[config.mk]
export PLATFORM = sky130hd
export DESIGN_NAME = sealer_supervision_control
export DESIGN_NICKNAME = d
export VERILOG_FILES = /design/src/hdl/sealer_pkg.sv /design/src/hdl/sealer_supervision_control.sv
export SDC_FILE = /design/constraint.sdc
export NUM_CORES = 1
export LEC_CHECK = 0
export BUFFER_PORTS_ARGS = -buffer_cell sky130_fd_sc_hd__buf_2
export CAP_MARGIN = 20
export CORE_MARGIN = 4
export CORE_UTILIZATION = 40
export DETAILED_ROUTE_END_ITERATION = 10
export PLACE_DENSITY = 0.64
export SYNTH_ARGS = -nofsm -noshare
export SYNTH_HDL_FRONTEND = slang
export SYNTH_SLANG_ARGS = --single-unit
[constraint.sdc]
create_clock -name aclk -period 14.1 [get_ports aclk]
set_input_delay 0.705 -clock aclk [delete_from_list [all_inputs] [get_ports aclk]]
set_output_delay 0.705 -clock aclk [all_outputs]
set_load 0.005 [all_outputs]
[src/hdl/sealer_pkg.sv]
package sealer_pkg;
	// timebase: one millisecond tick from the 40 MHz clock
	localparam int CLK_PERIOD_NS = 25;
	localparam int TICK_NS       = 1000000;
	localparam int TICK_CYC      = TICK_NS / CLK_PERIOD_NS;
	localparam int MS_W          = 13;
	localparam int HOLD_MS       = 2000;
	localparam int CONFIRM_MS    = 3000;
	localparam int LOCKMSG_MS    = 5000;
	localparam int MANUAL_MS     = 5000;
	localparam int POWERUP_MS    = 4000;
	localparam logic [MS_W-1:0] HOLD_T    = MS_W'(HOLD_MS);
	localparam logic [MS_W-1:0] CONFIRM_T = MS_W'(CONFIRM_MS);
	localparam logic [MS_W-1:0] LOCKMSG_T = MS_W'(LOCKMSG_MS);
	localparam logic [MS_W-1:0] MANUAL_T  = MS_W'(MANUAL_MS);
	localparam logic [MS_W-1:0] POWERUP_T = MS_W'(POWERUP_MS);
	// temperatures in degrees
	localparam int TEMP_W = 9;
	localparam logic [TEMP_W-1:0] START_MIN = 9'h014;
	localparam logic [TEMP_W-1:0] START_MAX = 9'h12c;
	localparam logic [TEMP_W-1:0] LIMIT_DEF = 9'h12c;
	// correction factor in percent
	localparam logic [7:0] CORR_MIN = 8'h32;
	localparam logic [7:0] CORR_MAX = 8'hc8;
	localparam logic [7:0] CORR_DEF = 8'h64;
	localparam logic [MS_W-1:0] SEAL_DEF = 13'h00c8;
	// brightness index: 0=25% 1=50% 2=75% 3=100%
	localparam logic [1:0] BRIGHT_DEF = 2'h2;
	localparam logic [1:0] BRIGHT_MAX = 2'h3;
	// register map
	localparam int ADDR_W = 8;
	localparam logic [ADDR_W-1:0] OFF_CTRL   = 8'h00;
	localparam logic [ADDR_W-1:0] OFF_LIMIT  = 8'h04;
	localparam logic [ADDR_W-1:0] OFF_CORR   = 8'h08;
	localparam logic [ADDR_W-1:0] OFF_SEAL   = 8'h0c;
	localparam logic [ADDR_W-1:0] OFF_FAULT  = 8'h10;
	localparam logic [ADDR_W-1:0] OFF_STATUS = 8'h14;
	localparam int CTRL_W         = 3;
	localparam int CTRL_TIMER_BIT = 0;
	localparam int CTRL_INV_BIT   = 1;
	localparam int CTRL_OLD_BIT   = 2;
	localparam int LIM_LSB        = 16;
	localparam logic [CTRL_W-1:0] CTRL_DEF = 3'h0;
	localparam logic [1:0] RESP_OKAY   = 2'h0;
	localparam logic [1:0] RESP_SLVERR = 2'h2;
	// synchronised inputs
	localparam int NIN = 8;
	localparam int K_ENTER = 0;
	localparam int K_UP    = 1;
	localparam int K_DOWN  = 2;
	localparam int K_MENU  = 3;
	localparam int K_RESET = 4;
	localparam int K_EXT   = 5;
	localparam int K_START = 6;
	localparam int K_UV    = 7;
	typedef enum logic [1:0] {F_NONE, F_OPEN, F_CLOSED} fault_t;
	typedef enum logic [1:0] {H_IDLE, H_AUTO, H_MANUAL, H_DONE} heat_t;
	typedef enum logic [2:0] {M_POWERUP, M_HOME, M_AUTO, M_MANUAL,
		M_CONFIG} menu_t;
	typedef enum logic [3:0] {D_POWERUP, D_HOME, D_AUTO, D_MANUAL,
		D_CONFIG, D_LOCK_ON, D_LOCK_OFF, D_LOCKED, D_STANDBY} disp_t;
endpackage : sealer_pkg

[src/hdl/sealer_supervision_control.sv]
// What this block does
// - auto cycle step only with time control on; each enter starts one cycle
// - in auto and manual steps up and down adjust the correction factor
// - manual heating lasts only while enter is held
// - manual heating is cut off after 5 seconds even with enter held
// - each heating start samples actual temperature against the start limit
// - too hot at start: heating command ignored and an alarm raised
// - start limit clamped to the configured maximum or range limit
// - menu held 2.0 s during power-up message toggles the lock
// - lock confirmation shown 3.0 s, then home position
// - opening the locked configuration menu shows lock message 5.0 s
// - locked configuration stays readable but every change is refused
// - lock survives power cycles, shipped unlocked
// - home position up/down steps brightness 25/50/75/100, default 75
// - undervoltage: standby, no sealing, no measuring, standby shown
// - voltage back: leave standby, main menu, normal operation
// - old firmware: undervoltage switches relay, analog holds last value
// - new firmware: relay unchanged, analog output forced to zero
// - open for calibration/config faults, closes on start in that state
// - closed for signal, step, frequency and internal fault classes
// - inverted relay polarity inverts every contact state
// - alarm cleared by reset key, external reset or power cycle
//
// Design decisions made here: the AXI4-Lite register port and the register offsets.
`timescale 1ns/1ps
`default_nettype none
module sealer_supervision_control #(
	parameter int TICK_DIV = sealer_pkg::TICK_CYC
) (
	input  wire logic                          aclk,
	input  wire logic                          aresetn,
	input  wire logic [sealer_pkg::ADDR_W-1:0] awaddr,
	input  wire logic                          awvalid,
	output logic                               awready,
	input  wire logic [31:0]                   wdata,
	input  wire logic [3:0]                    wstrb,
	input  wire logic                          wvalid,
	output logic                               wready,
	output logic [1:0]                         bresp,
	output logic                               bvalid,
	input  wire logic                          bready,
	input  wire logic [sealer_pkg::ADDR_W-1:0] araddr,
	input  wire logic                          arvalid,
	output logic                               arready,
	output logic [31:0]                        rdata,
	output logic [1:0]                         rresp,
	output logic                               rvalid,
	input  wire logic                          rready,
	input  wire logic                          enter_key,
	input  wire logic                          up_key,
	input  wire logic                          down_key,
	input  wire logic                          menu_key,
	input  wire logic                          reset_key,
	input  wire logic                          ext_reset,
	input  wire logic                          start_in,
	input  wire logic                          undervoltage,
	input  wire logic [sealer_pkg::TEMP_W-1:0] actual_temp,
	input  wire logic                          lock_stored,
	output logic                               heat_cmd,
	output logic                               measure_en,
	output logic                               alarm_relay,
	output logic [sealer_pkg::TEMP_W-1:0]      analog_out,
	output sealer_pkg::disp_t                  display_code,
	output logic [1:0]                         brightness,
	output logic                               lock_state
);
	import sealer_pkg::*;

	// ****************************************
	// input synchronisers and timebase
	// ****************************************
	logic [NIN-1:0] sync1_reg;
	logic [NIN-1:0] sync2_reg;
	logic [NIN-1:0] prev_reg;
	logic [15:0]    div_reg;
	wire  [NIN-1:0] raw = {undervoltage, start_in, ext_reset, reset_key,
		menu_key, down_key, up_key, enter_key};
	wire  [NIN-1:0] lvl  = sync2_reg;
	wire  [NIN-1:0] rise = sync2_reg & ~prev_reg;
	wire            tick = div_reg == 16'(TICK_DIV - 1);
	wire            standby = lvl[K_UV];

	always_ff @(posedge aclk)
	begin
		if (!aresetn)
		begin
			sync1_reg <= '0;
			sync2_reg <= '0;
			prev_reg  <= '0;
		end
		else
		begin
			sync1_reg <= raw;
			sync2_reg <= sync1_reg;
			prev_reg  <= sync2_reg;
		end
	end

	always_ff @(posedge aclk)
	begin
		if (!aresetn || tick)
			div_reg <= 16'h0;
		else
			div_reg <= div_reg + 16'h1;
	end

	// ****************************************
	// register bus slave
	// ****************************************
	logic [CTRL_W-1:0] ctrl_reg;
	logic [TEMP_W-1:0] start_set_reg;
	logic [TEMP_W-1:0] limit_reg;
	logic [7:0]        corr_reg;
	logic [MS_W-1:0]   seal_reg;
	fault_t            fault_reg;
	logic              started_reg;
	logic              lock_reg;
	logic              relay_reg;
	logic [1:0]        bright_reg;
	disp_t             disp_reg;
	heat_t             heat_reg;
	logic [ADDR_W-1:0] waddr_reg;
	logic [31:0]       wdata_reg;
	logic [3:0]        wstrb_reg;
	logic              aw_have_reg;
	logic              w_have_reg;
	logic              awready_reg;
	logic              wready_reg;
	logic              bvalid_reg;
	logic [1:0]        bresp_reg;
	logic              arready_reg;
	logic              rvalid_reg;
	logic [1:0]        rresp_reg;
	logic [31:0]       rdata_reg;

	function automatic logic [31:0] reg_word(input logic [ADDR_W-1:0] a);
		if (a == OFF_CTRL)
			return {29'h0, ctrl_reg};
		else if (a == OFF_LIMIT)
			return {7'h0, limit_reg, 7'h0, start_set_reg};
		else if (a == OFF_CORR)
			return {24'h0, corr_reg};
		else if (a == OFF_SEAL)
			return {19'h0, seal_reg};
		else if (a == OFF_FAULT)
			return {29'h0, started_reg, fault_reg};
		else if (a == OFF_STATUS)
			return {20'h0, disp_reg, bright_reg, fault_reg, relay_reg,
				lock_reg, standby, heat_reg != H_IDLE};
		else
			return 32'h0;
	endfunction : reg_word

	wire        wr_go   = aw_have_reg && w_have_reg && !bvalid_reg;
	wire        hit_cfg = waddr_reg == OFF_CTRL || waddr_reg == OFF_LIMIT;
	wire        hit_any = hit_cfg || waddr_reg == OFF_CORR
		|| waddr_reg == OFF_SEAL || waddr_reg == OFF_FAULT;
	// a locked configuration refuses writes with an error answer
	wire        wr_ok   = hit_any && !(hit_cfg && lock_reg);
	wire        wr_en   = wr_go && wr_ok;
	wire [31:0] wmask   = {{8{wstrb_reg[3]}}, {8{wstrb_reg[2]}},
		{8{wstrb_reg[1]}}, {8{wstrb_reg[0]}}};
	wire [31:0] wmerged = (reg_word(waddr_reg) & ~wmask)
		| (wdata_reg & wmask);
	wire        wr_ctrl  = wr_en && waddr_reg == OFF_CTRL;
	wire        wr_limit = wr_en && waddr_reg == OFF_LIMIT;
	wire        wr_corr  = wr_en && waddr_reg == OFF_CORR;
	wire        wr_seal  = wr_en && waddr_reg == OFF_SEAL;
	wire        wr_fault = wr_en && waddr_reg == OFF_FAULT;
	wire        aw_hs    = awvalid && awready_reg;
	wire        w_hs     = wvalid && wready_reg;
	wire        ar_hs    = arvalid && arready_reg;

	always_ff @(posedge aclk)
	begin
		if (!aresetn)
		begin
			aw_have_reg <= 1'b0;
			w_have_reg  <= 1'b0;
			awready_reg <= 1'b1;
			wready_reg  <= 1'b1;
			bvalid_reg  <= 1'b0;
			bresp_reg   <= RESP_OKAY;
			waddr_reg   <= '0;
			wdata_reg   <= 32'h0;
			wstrb_reg   <= 4'h0;
		end
		else
		begin
			if (aw_hs)
			begin
				aw_have_reg <= 1'b1;
				awready_reg <= 1'b0;
				waddr_reg   <= awaddr;
			end
			if (w_hs)
			begin
				w_have_reg <= 1'b1;
				wready_reg <= 1'b0;
				wdata_reg  <= wdata;
				wstrb_reg  <= wstrb;
			end
			if (wr_go)
			begin
				aw_have_reg <= 1'b0;
				w_have_reg  <= 1'b0;
				bvalid_reg  <= 1'b1;
				bresp_reg   <= wr_ok ? RESP_OKAY : RESP_SLVERR;
			end
			if (bvalid_reg && bready)
			begin
				bvalid_reg  <= 1'b0;
				awready_reg <= 1'b1;
				wready_reg  <= 1'b1;
			end
		end
	end

	always_ff @(posedge aclk)
	begin
		if (!aresetn)
		begin
			arready_reg <= 1'b1;
			rvalid_reg  <= 1'b0;
			rresp_reg   <= RESP_OKAY;
			rdata_reg   <= 32'h0;
		end
		else if (ar_hs)
		begin
			arready_reg <= 1'b0;
			rvalid_reg  <= 1'b1;
			rdata_reg   <= reg_word(araddr);
			rresp_reg   <= (araddr == OFF_CTRL || araddr == OFF_LIMIT
				|| araddr == OFF_CORR || araddr == OFF_SEAL
				|| araddr == OFF_FAULT || araddr == OFF_STATUS)
				? RESP_OKAY : RESP_SLVERR;
		end
		else if (rvalid_reg && rready)
		begin
			rvalid_reg  <= 1'b0;
			arready_reg <= 1'b1;
		end
	end

	always_ff @(posedge aclk)
	begin
		if (!aresetn)
		begin
			ctrl_reg      <= CTRL_DEF;
			start_set_reg <= START_MAX;
			limit_reg     <= LIMIT_DEF;
			seal_reg      <= SEAL_DEF;
		end
		else
		begin
			if (wr_ctrl)
				ctrl_reg <= wmerged[CTRL_W-1:0];
			if (wr_limit)
			begin
				start_set_reg <= wmerged[TEMP_W-1:0];
				limit_reg     <= wmerged[LIM_LSB +: TEMP_W];
			end
			if (wr_seal)
				seal_reg <= wmerged[MS_W-1:0];
		end
	end

	wire timer_on = ctrl_reg[CTRL_TIMER_BIT];
	wire relay_inv = ctrl_reg[CTRL_INV_BIT];
	wire fw_old = ctrl_reg[CTRL_OLD_BIT];

	// ****************************************
	// operator menu, lock and messages
	// ****************************************
	menu_t           menu_reg;
	menu_t           menu_nav;
	menu_t           menu_next;
	logic [MS_W-1:0] pwr_cnt_reg;
	logic [MS_W-1:0] hold_cnt_reg;
	logic [MS_W-1:0] ovl_cnt_reg;
	logic [MS_W-1:0] ovl_len_reg;
	logic            ovl_on_reg;
	disp_t           ovl_reg;
	logic            loaded_reg;

	wire menu_press = rise[K_MENU] && menu_reg != M_POWERUP;
	wire pwr_end = menu_reg == M_POWERUP && tick
		&& pwr_cnt_reg == POWERUP_T - 13'h1;
	wire lock_toggle = menu_reg == M_POWERUP && lvl[K_MENU] && tick
		&& hold_cnt_reg == HOLD_T - 13'h1;
	wire locked_open = menu_press && menu_reg == M_MANUAL && lock_reg;
	wire ovl_end = ovl_on_reg && tick
		&& ovl_cnt_reg == ovl_len_reg - 13'h1;
	assign menu_nav = menu_reg == M_HOME ? (timer_on ? M_AUTO : M_MANUAL)
		: menu_reg == M_AUTO ? M_MANUAL
		: menu_reg == M_MANUAL ? M_CONFIG : M_HOME;
	assign menu_next = standby ? M_HOME
		: (lock_toggle || pwr_end) ? M_HOME
		: (menu_reg == M_AUTO && !timer_on) ? M_HOME
		: menu_press ? menu_nav : menu_reg;

	always_ff @(posedge aclk)
	begin
		if (!aresetn)
		begin
			menu_reg     <= M_POWERUP;
			pwr_cnt_reg  <= '0;
			hold_cnt_reg <= '0;
		end
		else
		begin
			menu_reg <= menu_next;
			if (tick && menu_reg == M_POWERUP)
				pwr_cnt_reg <= pwr_cnt_reg + 13'h1;
			if (!lvl[K_MENU])
				hold_cnt_reg <= '0;
			else if (tick && hold_cnt_reg != HOLD_T)
				hold_cnt_reg <= hold_cnt_reg + 13'h1;
		end
	end

	// nonvolatile lock value is taken once, just after reset release
	always_ff @(posedge aclk)
	begin
		if (!aresetn)
		begin
			lock_reg   <= 1'b0;
			loaded_reg <= 1'b0;
		end
		else if (!loaded_reg)
		begin
			lock_reg   <= lock_stored;
			loaded_reg <= 1'b1;
		end
		else if (lock_toggle)
			lock_reg <= !lock_reg;
	end

	always_ff @(posedge aclk)
	begin
		if (!aresetn)
		begin
			ovl_on_reg  <= 1'b0;
			ovl_reg     <= D_HOME;
			ovl_cnt_reg <= '0;
			ovl_len_reg <= CONFIRM_T;
		end
		else if (lock_toggle)
		begin
			ovl_on_reg  <= 1'b1;
			ovl_reg     <= lock_reg ? D_LOCK_OFF : D_LOCK_ON;
			ovl_cnt_reg <= '0;
			ovl_len_reg <= CONFIRM_T;
		end
		else if (locked_open)
		begin
			ovl_on_reg  <= 1'b1;
			ovl_reg     <= D_LOCKED;
			ovl_cnt_reg <= '0;
			ovl_len_reg <= LOCKMSG_T;
		end
		else if (ovl_end)
			ovl_on_reg <= 1'b0;
		else if (tick && ovl_on_reg)
			ovl_cnt_reg <= ovl_cnt_reg + 13'h1;
	end

	// correction factor keys only act inside the two impulse steps
	wire in_step = menu_reg == M_AUTO || menu_reg == M_MANUAL;
	wire at_home = menu_reg == M_HOME && !ovl_on_reg && !standby;

	always_ff @(posedge aclk)
	begin
		if (!aresetn)
		begin
			corr_reg   <= CORR_DEF;
			bright_reg <= BRIGHT_DEF;
		end
		else
		begin
			if (wr_corr)
				corr_reg <= wmerged[7:0];
			else if (in_step && rise[K_UP] && corr_reg < CORR_MAX)
				corr_reg <= corr_reg + 8'h1;
			else if (in_step && rise[K_DOWN] && corr_reg > CORR_MIN)
				corr_reg <= corr_reg - 8'h1;
			if (at_home && rise[K_UP] && bright_reg != BRIGHT_MAX)
				bright_reg <= bright_reg + 2'h1;
			else if (at_home && rise[K_DOWN] && bright_reg != 2'h0)
				bright_reg <= bright_reg - 2'h1;
		end
	end

	// ****************************************
	// heating sequencer and start check
	// ****************************************
	logic [MS_W-1:0]   heat_cnt_reg;
	wire  [MS_W-1:0]   heat_cnt_inc = heat_cnt_reg + 13'h1;
	wire  [TEMP_W-1:0] upper = limit_reg < START_MAX ? limit_reg
		: START_MAX;
	wire  [TEMP_W-1:0] start_eff = start_set_reg < START_MIN ? START_MIN
		: start_set_reg > upper ? upper : start_set_reg;
	wire start_auto = timer_on && ((rise[K_ENTER] && menu_reg == M_AUTO)
		|| rise[K_START]);
	wire start_man = rise[K_ENTER] && menu_reg == M_MANUAL;
	wire heat_go = heat_reg == H_IDLE && !standby
		&& (start_auto || start_man);
	// the limit is judged on the sample taken at the start edge
	wire too_hot = actual_temp > start_eff;
	wire hot_alarm = heat_go && too_hot;

	always_ff @(posedge aclk)
	begin
		if (!aresetn)
		begin
			heat_reg     <= H_IDLE;
			heat_cnt_reg <= '0;
		end
		else
		begin
			case (heat_reg)
				H_IDLE:
					if (heat_go && !too_hot)
					begin
						heat_reg     <= start_man ? H_MANUAL : H_AUTO;
						heat_cnt_reg <= '0;
					end
				H_AUTO:
					if (standby || (tick && heat_cnt_inc >= seal_reg))
						heat_reg <= H_IDLE;
					else if (tick)
						heat_cnt_reg <= heat_cnt_inc;
				H_MANUAL:
					if (standby || !lvl[K_ENTER])
						heat_reg <= H_IDLE;
					else if (tick && heat_cnt_inc == MANUAL_T)
						heat_reg <= H_DONE;
					else if (tick)
						heat_cnt_reg <= heat_cnt_inc;
				H_DONE:
					if (!lvl[K_ENTER])
						heat_reg <= H_IDLE;
				default:
					heat_reg <= H_IDLE;
			endcase
		end
	end

	// ****************************************
	// alarm state and outputs
	// ****************************************
	wire alarm_clr = rise[K_RESET] || rise[K_EXT];
	wire relay_closed = fault_reg == F_CLOSED
		|| (fault_reg == F_OPEN && started_reg)
		|| (standby && fw_old);
	wire [TEMP_W-1:0] analog_next = !standby ? actual_temp
		: fw_old ? analog_out : '0;
	wire disp_t disp_next = standby ? D_STANDBY
		: ovl_on_reg ? ovl_reg
		: menu_reg == M_POWERUP ? D_POWERUP
		: menu_reg == M_AUTO ? D_AUTO
		: menu_reg == M_MANUAL ? D_MANUAL
		: menu_reg == M_CONFIG ? D_CONFIG : D_HOME;

	// a new fault in the clearing cycle wins over the clear
	always_ff @(posedge aclk)
	begin
		if (!aresetn)
		begin
			fault_reg   <= F_NONE;
			started_reg <= 1'b0;
		end
		else if (hot_alarm)
			fault_reg <= F_CLOSED;
		else if (wr_fault)
		begin
			fault_reg   <= fault_t'(wmerged[1:0]);
			started_reg <= 1'b0;
		end
		else if (alarm_clr)
		begin
			fault_reg   <= F_NONE;
			started_reg <= 1'b0;
		end
		else if (fault_reg == F_OPEN && rise[K_START])
			started_reg <= 1'b1;
	end

	always_ff @(posedge aclk)
	begin
		if (!aresetn)
		begin
			relay_reg    <= 1'b0;
			analog_out   <= '0;
			heat_cmd     <= 1'b0;
			measure_en   <= 1'b0;
			disp_reg     <= D_POWERUP;
		end
		else
		begin
			relay_reg  <= relay_closed ^ relay_inv;
			analog_out <= analog_next;
			heat_cmd   <= heat_reg == H_AUTO || heat_reg == H_MANUAL;
			measure_en <= !standby;
			disp_reg   <= disp_next;
		end
	end

	assign awready      = awready_reg;
	assign wready       = wready_reg;
	assign bvalid       = bvalid_reg;
	assign bresp        = bresp_reg;
	assign arready      = arready_reg;
	assign rvalid       = rvalid_reg;
	assign rresp        = rresp_reg;
	assign rdata        = rdata_reg;
	assign alarm_relay  = relay_reg;
	assign display_code = disp_reg;
	assign brightness   = bright_reg;
	assign lock_state   = lock_reg;
endmodule : sealer_supervision_control
`default_nettype wire

# Word level (Yosys, flattened, before mapping)
# Index checks and enable logic that the tools add are counted.
[word_totals]
regBits = 250
input_bits = 77
output_inout_bits = 60
word_cells = 283
[op_classes]
muxes = 70
eq_ne = 35
addsub = 10
order_cmp = 7
n_reduce_logical = 107
bitwise_logic = 10
[ops]
columns = ["cell", "count"]
rows = [
  ["13-bit 2-to-1 mux", 9],
  ["25-bit 2-to-1 mux", 4],
  ["13-bit by 1-bit adder with 13-bit output (second input constant)", 4],
  ["25-bit AND", 2],
  ["1-bit logical AND", 49],
  ["12-bit 2-to-1 mux", 4],
  ["9-bit 2-to-1 mux", 5],
  ["13-bit case mux with 3 select lines", 1],
  ["8-bit by 4-bit equality test with 1-bit output (second input constant)", 4],
  ["8-bit by 5-bit equality test with 1-bit output (second input constant)", 4],
  ["2-bit 2-to-1 mux", 14],
  ["25-bit inverter", 1],
  ["25-bit bitwise OR", 1],
  ["8-bit 2-to-1 mux", 3],
  ["3-bit 2-to-1 mux", 7],
  ["1-bit logical OR", 20],
  ["9-bit > comparator", 2],
  ["1-bit 2-to-1 mux", 18],
  ["3-bit nonzero test", 6],
  ["16-bit by 1-bit adder with 16-bit output (second input constant)", 1],
  ["16-bit equality test (second input constant)", 1],
  ["8-bit by 3-bit equality test with 1-bit output (second input constant)", 2],
  ["8-bit zero test", 2],
  ["4-bit 2-to-1 mux", 4],
  ["39 further kinds", 71],
]

# Logic depth before layout (Yosys ltp)
[depth]
depth_word = 11
mapped_depth = 21
mapped_depth_nobuf = 20

# Least setup slack after synthesis
# OpenSTA, ideal clock, no wires.
[synth_timing]
path_kind = "register to register"
start = "register limit_reg[3]"
end = "register heat_cnt_reg[10]"
path_buffers = 1
arrival_time_ns = 4.386
path_stages_with_launch = 22
setup_ns = 0.118
setup_slack_ns = 9.596
synth_period_minus_slack_ns = 4.504
required_ns = 13.982
path_cell_list = "dfxtp_1 > a21o_1 > a211oi_1 > nand2b_1 > nand2_1 > ha_1 > nor2b_1 > o21a_1 > o21a_1 > o221ai_1 > a21boi_0 > o2bb2ai_2 > mux2_2 > ha_1 > nand2_1 > or3_1 > and3_1 > o31ai_1 > and2_1 > nand3_4 > buf_12 > mux2i_1"
[synth_between]
elab_chain_len = 10
[synth_rtl]
columns = ["element", "line", "rtl"]
rows = [
  ["start: declaration", "sealer_supervision_control.sv:112", "logic [TEMP_W-1:0] limit_reg;"],
  ["start signal: assignment", "sealer_supervision_control.sv:261", "limit_reg <= wmerged[LIM_LSB +: TEMP_W];"],
  ["9-bit less-than comparator", "sealer_supervision_control.sv:399", "wire [TEMP_W-1:0] upper = limit_reg < START_MAX ? limit_reg"],
  ["9-bit 2-to-1 mux *", "sealer_supervision_control.sv:399", ""],
  ["9-bit > comparator", "sealer_supervision_control.sv:402", ": start_set_reg > upper ? upper : start_set_reg;"],
  ["9-bit 2-to-1 mux *", "sealer_supervision_control.sv:402", ""],
  ["9-bit 2-to-1 mux *", "sealer_supervision_control.sv:401", "wire [TEMP_W-1:0] start_eff = start_set_reg < START_MIN ? START_MIN"],
  ["9-bit > comparator *", "sealer_supervision_control.sv:409", "wire too_hot = actual_temp > start_eff;"],
  ["1-bit zero test *", "sealer_supervision_control.sv:423", "if (heat_go && !too_hot)"],
  ["1-bit logical AND *", "sealer_supervision_control.sv:423", ""],
  ["2-bit by 1-bit inequality test with 1-bit output (no line) *", "--", ""],
  ["5-bit AND reduction (no line) *", "--", ""],
  ["end signal: assignment", "sealer_supervision_control.sv:432", "heat_cnt_reg <= heat_cnt_inc;"],
  ["end signal: assignment", "sealer_supervision_control.sv:439", "heat_cnt_reg <= heat_cnt_inc;"],
  ["end: declaration", "sealer_supervision_control.sv:397", "logic [MS_W-1:0] heat_cnt_reg;"],
]
# Mark *: on every way between the ends. The rest lies on a longest branch, timed or not.
# A chain may end at the register's enable or synchronous reset.

# Worst setup path after layout
[layout_timing]
start = "register limit_reg[3]"
end = "register heat_cnt_reg[6]"
# The elaborated chain is that of the path after synthesis.

==> flow_metrics.py <==
metrics = {
    "floorplanning": {
        "die_area_mm2": 0.03237,
        "start_util_pct": 40.86,
        "die_h_um": 179.9,
        "die_w_um": 179.9,
        "core_area_mm2": 0.02894,
        "rows": 62,
        "ios": 137,
    },
    "final_layout": {
        "final_nets": 1640,
        "drive_gt1_share_pct": 12.03,
        "diodes": 0,
        "synthToLayoutAreaGrowth_pct": 13.37,
    },
    "synthesis": {
        "synth_seq_cells": 232,
        "ys_warn_count": 0,
        "synth_area_leaders": "dfxtp_1 39%, nand2_1 6.5%, ha_1 5.2%",
        "syn_area_mm2": 0.01182,
        "synth_edf_count": 0,
        "yosys.area.top_type_share_pct": 39.28,
        "ys.flop_type": "dfxtp_1",
        "synth.distinct_cells": 82,
        "ys_seq_area_share_pct": 39.28,
        "syn_area_per_cell_um2": 8.205,
        "synth_commonest_cells": "232 x dfxtp_1, 205 x nand2_1, 155 x nor2_1, 98 x a21oi_1, 73 x nand3_1",
        "ys_async_sr_fraction_pct": 0,
        "yosysTopAreaCell": "dfxtp_1",
        "synthCells": 1441,
        "synthMostInstantiatedCell": "dfxtp_1",
    },
    "clock_tree": {
        "root_buffer": "clkbuf_16",
        "cts_buffers": 26,
        "clk_latency_ps": 540,
        "holdBufCountCts": 0,
        "htree_levels": 1,
        "cts_resized": 0,
        "clkTransAtPathRegs_ps": 70,
        "clockBufferDepth": 3,
        "tritoncts": "yes",
        "post_cts_buffers": 0,
        "cts.sinks": 232,
    },
    "drt": {
        "final_antenna_net_count": 0,
        "drc": 0,
        "first_pass_iters": 5,
        "vias": 10383,
        "drt-total-wl_um": 32000,
        "route.met3.wl_um": 1853,
        "wl_met1_um": 15040,
        "dr.max_layer_used": "met4",
        "wl_met2_um": 14270,
        "wire_per_inst_um": 16.72,
        "vias_per_cell": 5.425,
        "drt_iter0_markers": 793,
    },
    "global_routing": {
        "grt_start_max_net_pins": 92,
        "grt_overflow": 0,
        "antenna_found_initial": 0,
        "grt_pass1_wl_um": 51450,
        "grt_use_total_pct": 18.88,
        "first_global_vias": 9813,
    },
    "timing": {
        "setup_viol": 0,
        "hold_slack_ps": 376.3,
        "worst_slack_ps": 8854,
        "clock_skew_ps": 9.650,
        "rsz0062_at_grt": "false",
        "fin_crit_ps": 5246,
        "slew_headroom_pct": 27.04,
        "finalHoldViolCount": 0,
        "finalCritPeriodShare_pct": 37.21,
        "worst_pin_slew_ps": 1093,
        "maxClockFrequency_mhz": 190.6,
        "final_max_slew_viol_count": 0,
        "tns_ps": 0,
    },
    "setup_path": {
        "cp-start-kind": "register",
        "cp.required_ps": 14530,
        "critPathKind": "reg2reg",
        "worstPathMaxFanout": 12,
        "cp.arrival_ps": 5680,
        "crit_path_end_kind": "register",
    },
    "run": {
        "cap_violations": 0,
    },
    "placed_design": {
        "dp_hpwl_um": 23330,
        "post-place-ws_ps": 8910,
        "place_congestion": 0.8931,
        "placement.io_buffers": 114,
    },
    "pwr": {
        "power.density_mw_per_mm2": 107.8,
        "ir_drop_uv": 67.56,
        "p_leak_nw": 5.358,
    },
    "hold_path": {
        "hp-class": "in2reg",
    },
    "run_status": {
        "status": "finished, final reports clean",
    },
}
-- report_power, final --
part	switching (mW)	total, mW	internal [mW]
clock network	0.274	0.662	0.388
registers	0.0160	0.687	0.671
logic	0.0607	0.0962	0.0355
total	0.351	1.45	1.09
-- kinds of logic after synthesis --
| family | count (synthesis) | synth area share (%) |
|---|---|---|
| other | 1 | 0.03172 |
| adders and majority gates | 50 | 5.355 |
| AOI/OAI and AO/OA | 275 | 15.15 |
| xor gates and xnor gates | 70 | 5.249 |
| muxes | 51 | 4.392 |
| DFF | 232 | 39.28 |
| buffers and inverters | 132 | 4.857 |
| and+or+nand+nor | 630 | 25.68 |
-- cell type report --
class,instances,area (um2)
inverter,47,177.7
clock buffer,37,752.0
timing repair buffer,118,620.6
fill,2874,15530
tap,384,480.5
clock inverter,8,82.58
multi-input combinational,1088,6646
sequential,232,4644
-- worst max-delay path, cell delays in order (launching register included) --
cell       delay, ps
dfxtp_1          350
a21o_1           190
a211oi_1         250
nand2b_1         270
nand2_1           90
ha_1             290
nor2b_1          130
o21a_1           160
o21a_1           170
o221ai_1         150
a21boi_0         140
o2bb2ai_2        490
mux2_2           400
ha_1             290
nor2b_1          140
o21ai_0          170
a211oi_1         120
o31ai_1          400
and2_1           310
nand3_4          250
o41ai_1          390
-- per-stage QoR --
stage                     instances  util [%]  total power, mW  area [um2]
after floorplan                1452         -           0.7611       11870
after global placement         1868     43.35           0.7955       12540
after detailed placement       1868     43.35           0.7967       12540
after CTS                      1913     46.23            1.460       13380
after global routing           1914     46.32            1.502       13400
final                          1914     46.32            1.446       13400
-- layer usage --
metal  vias to the layer above  track usage [%]
li1                       5171                -
met1                      4878            26.24
met2                       285            30.77
met3                        49            2.688
met4                         0            5.303
met5                         -                0
-- worst paths after layout --
path	cells after the start	endpoint	startpoint	slack [ps]
worst min register to register	1	lock_state$_SDFFE_PN0P_	loaded_reg$_DFF_P_	440
worst max register to register	20	heat_cnt_reg[6]$_SDFFE_PN0P_	limit_reg[3]$_SDFFE_PN1P_	8850
worst max-delay path	20	heat_cnt_reg[6]$_SDFFE_PN0P_	limit_reg[3]$_SDFFE_PN1P_	8850
worst min-delay path	2	sync1_reg[5]$_SDFF_PN0_	ext_reset	380
-- placed cells by master, fill, tap and decap left out, types with 5 or more instances in the layout --
cell type	netlist	final
clkinv_2	0	5
o21ai_0	39	39
clkbuf_16	0	26
nand2_1	205	205
a211oi_1	22	22
nor4b_1	7	7
nor3_1	31	31
a31oi_1	12	12
clkbuf_1	60	5
nand3_1	73	73
mux2i_1	44	44
a21oi_1	98	98
and3_1	21	21
o211ai_1	11	11
conb_1	1	12
nand3b_1	5	5
xnor2_1	40	40
and2_1	35	35
or3_1	11	11
nor2_1	155	155
buf_2	5	114
dfxtp_1	232	232
a21o_1	8	8
xor2_1	29	29
nand2b_1	21	21
clkbuf_8	0	6
o31ai_1	8	8
nor4_1	6	6
a22oi_1	18	18
inv_1	47	46
mux2_2	7	7
nand4_1	19	19
nor2b_1	15	15
ha_1	49	49
a32oi_1	6	6
(Power assumes the default switching activity.)
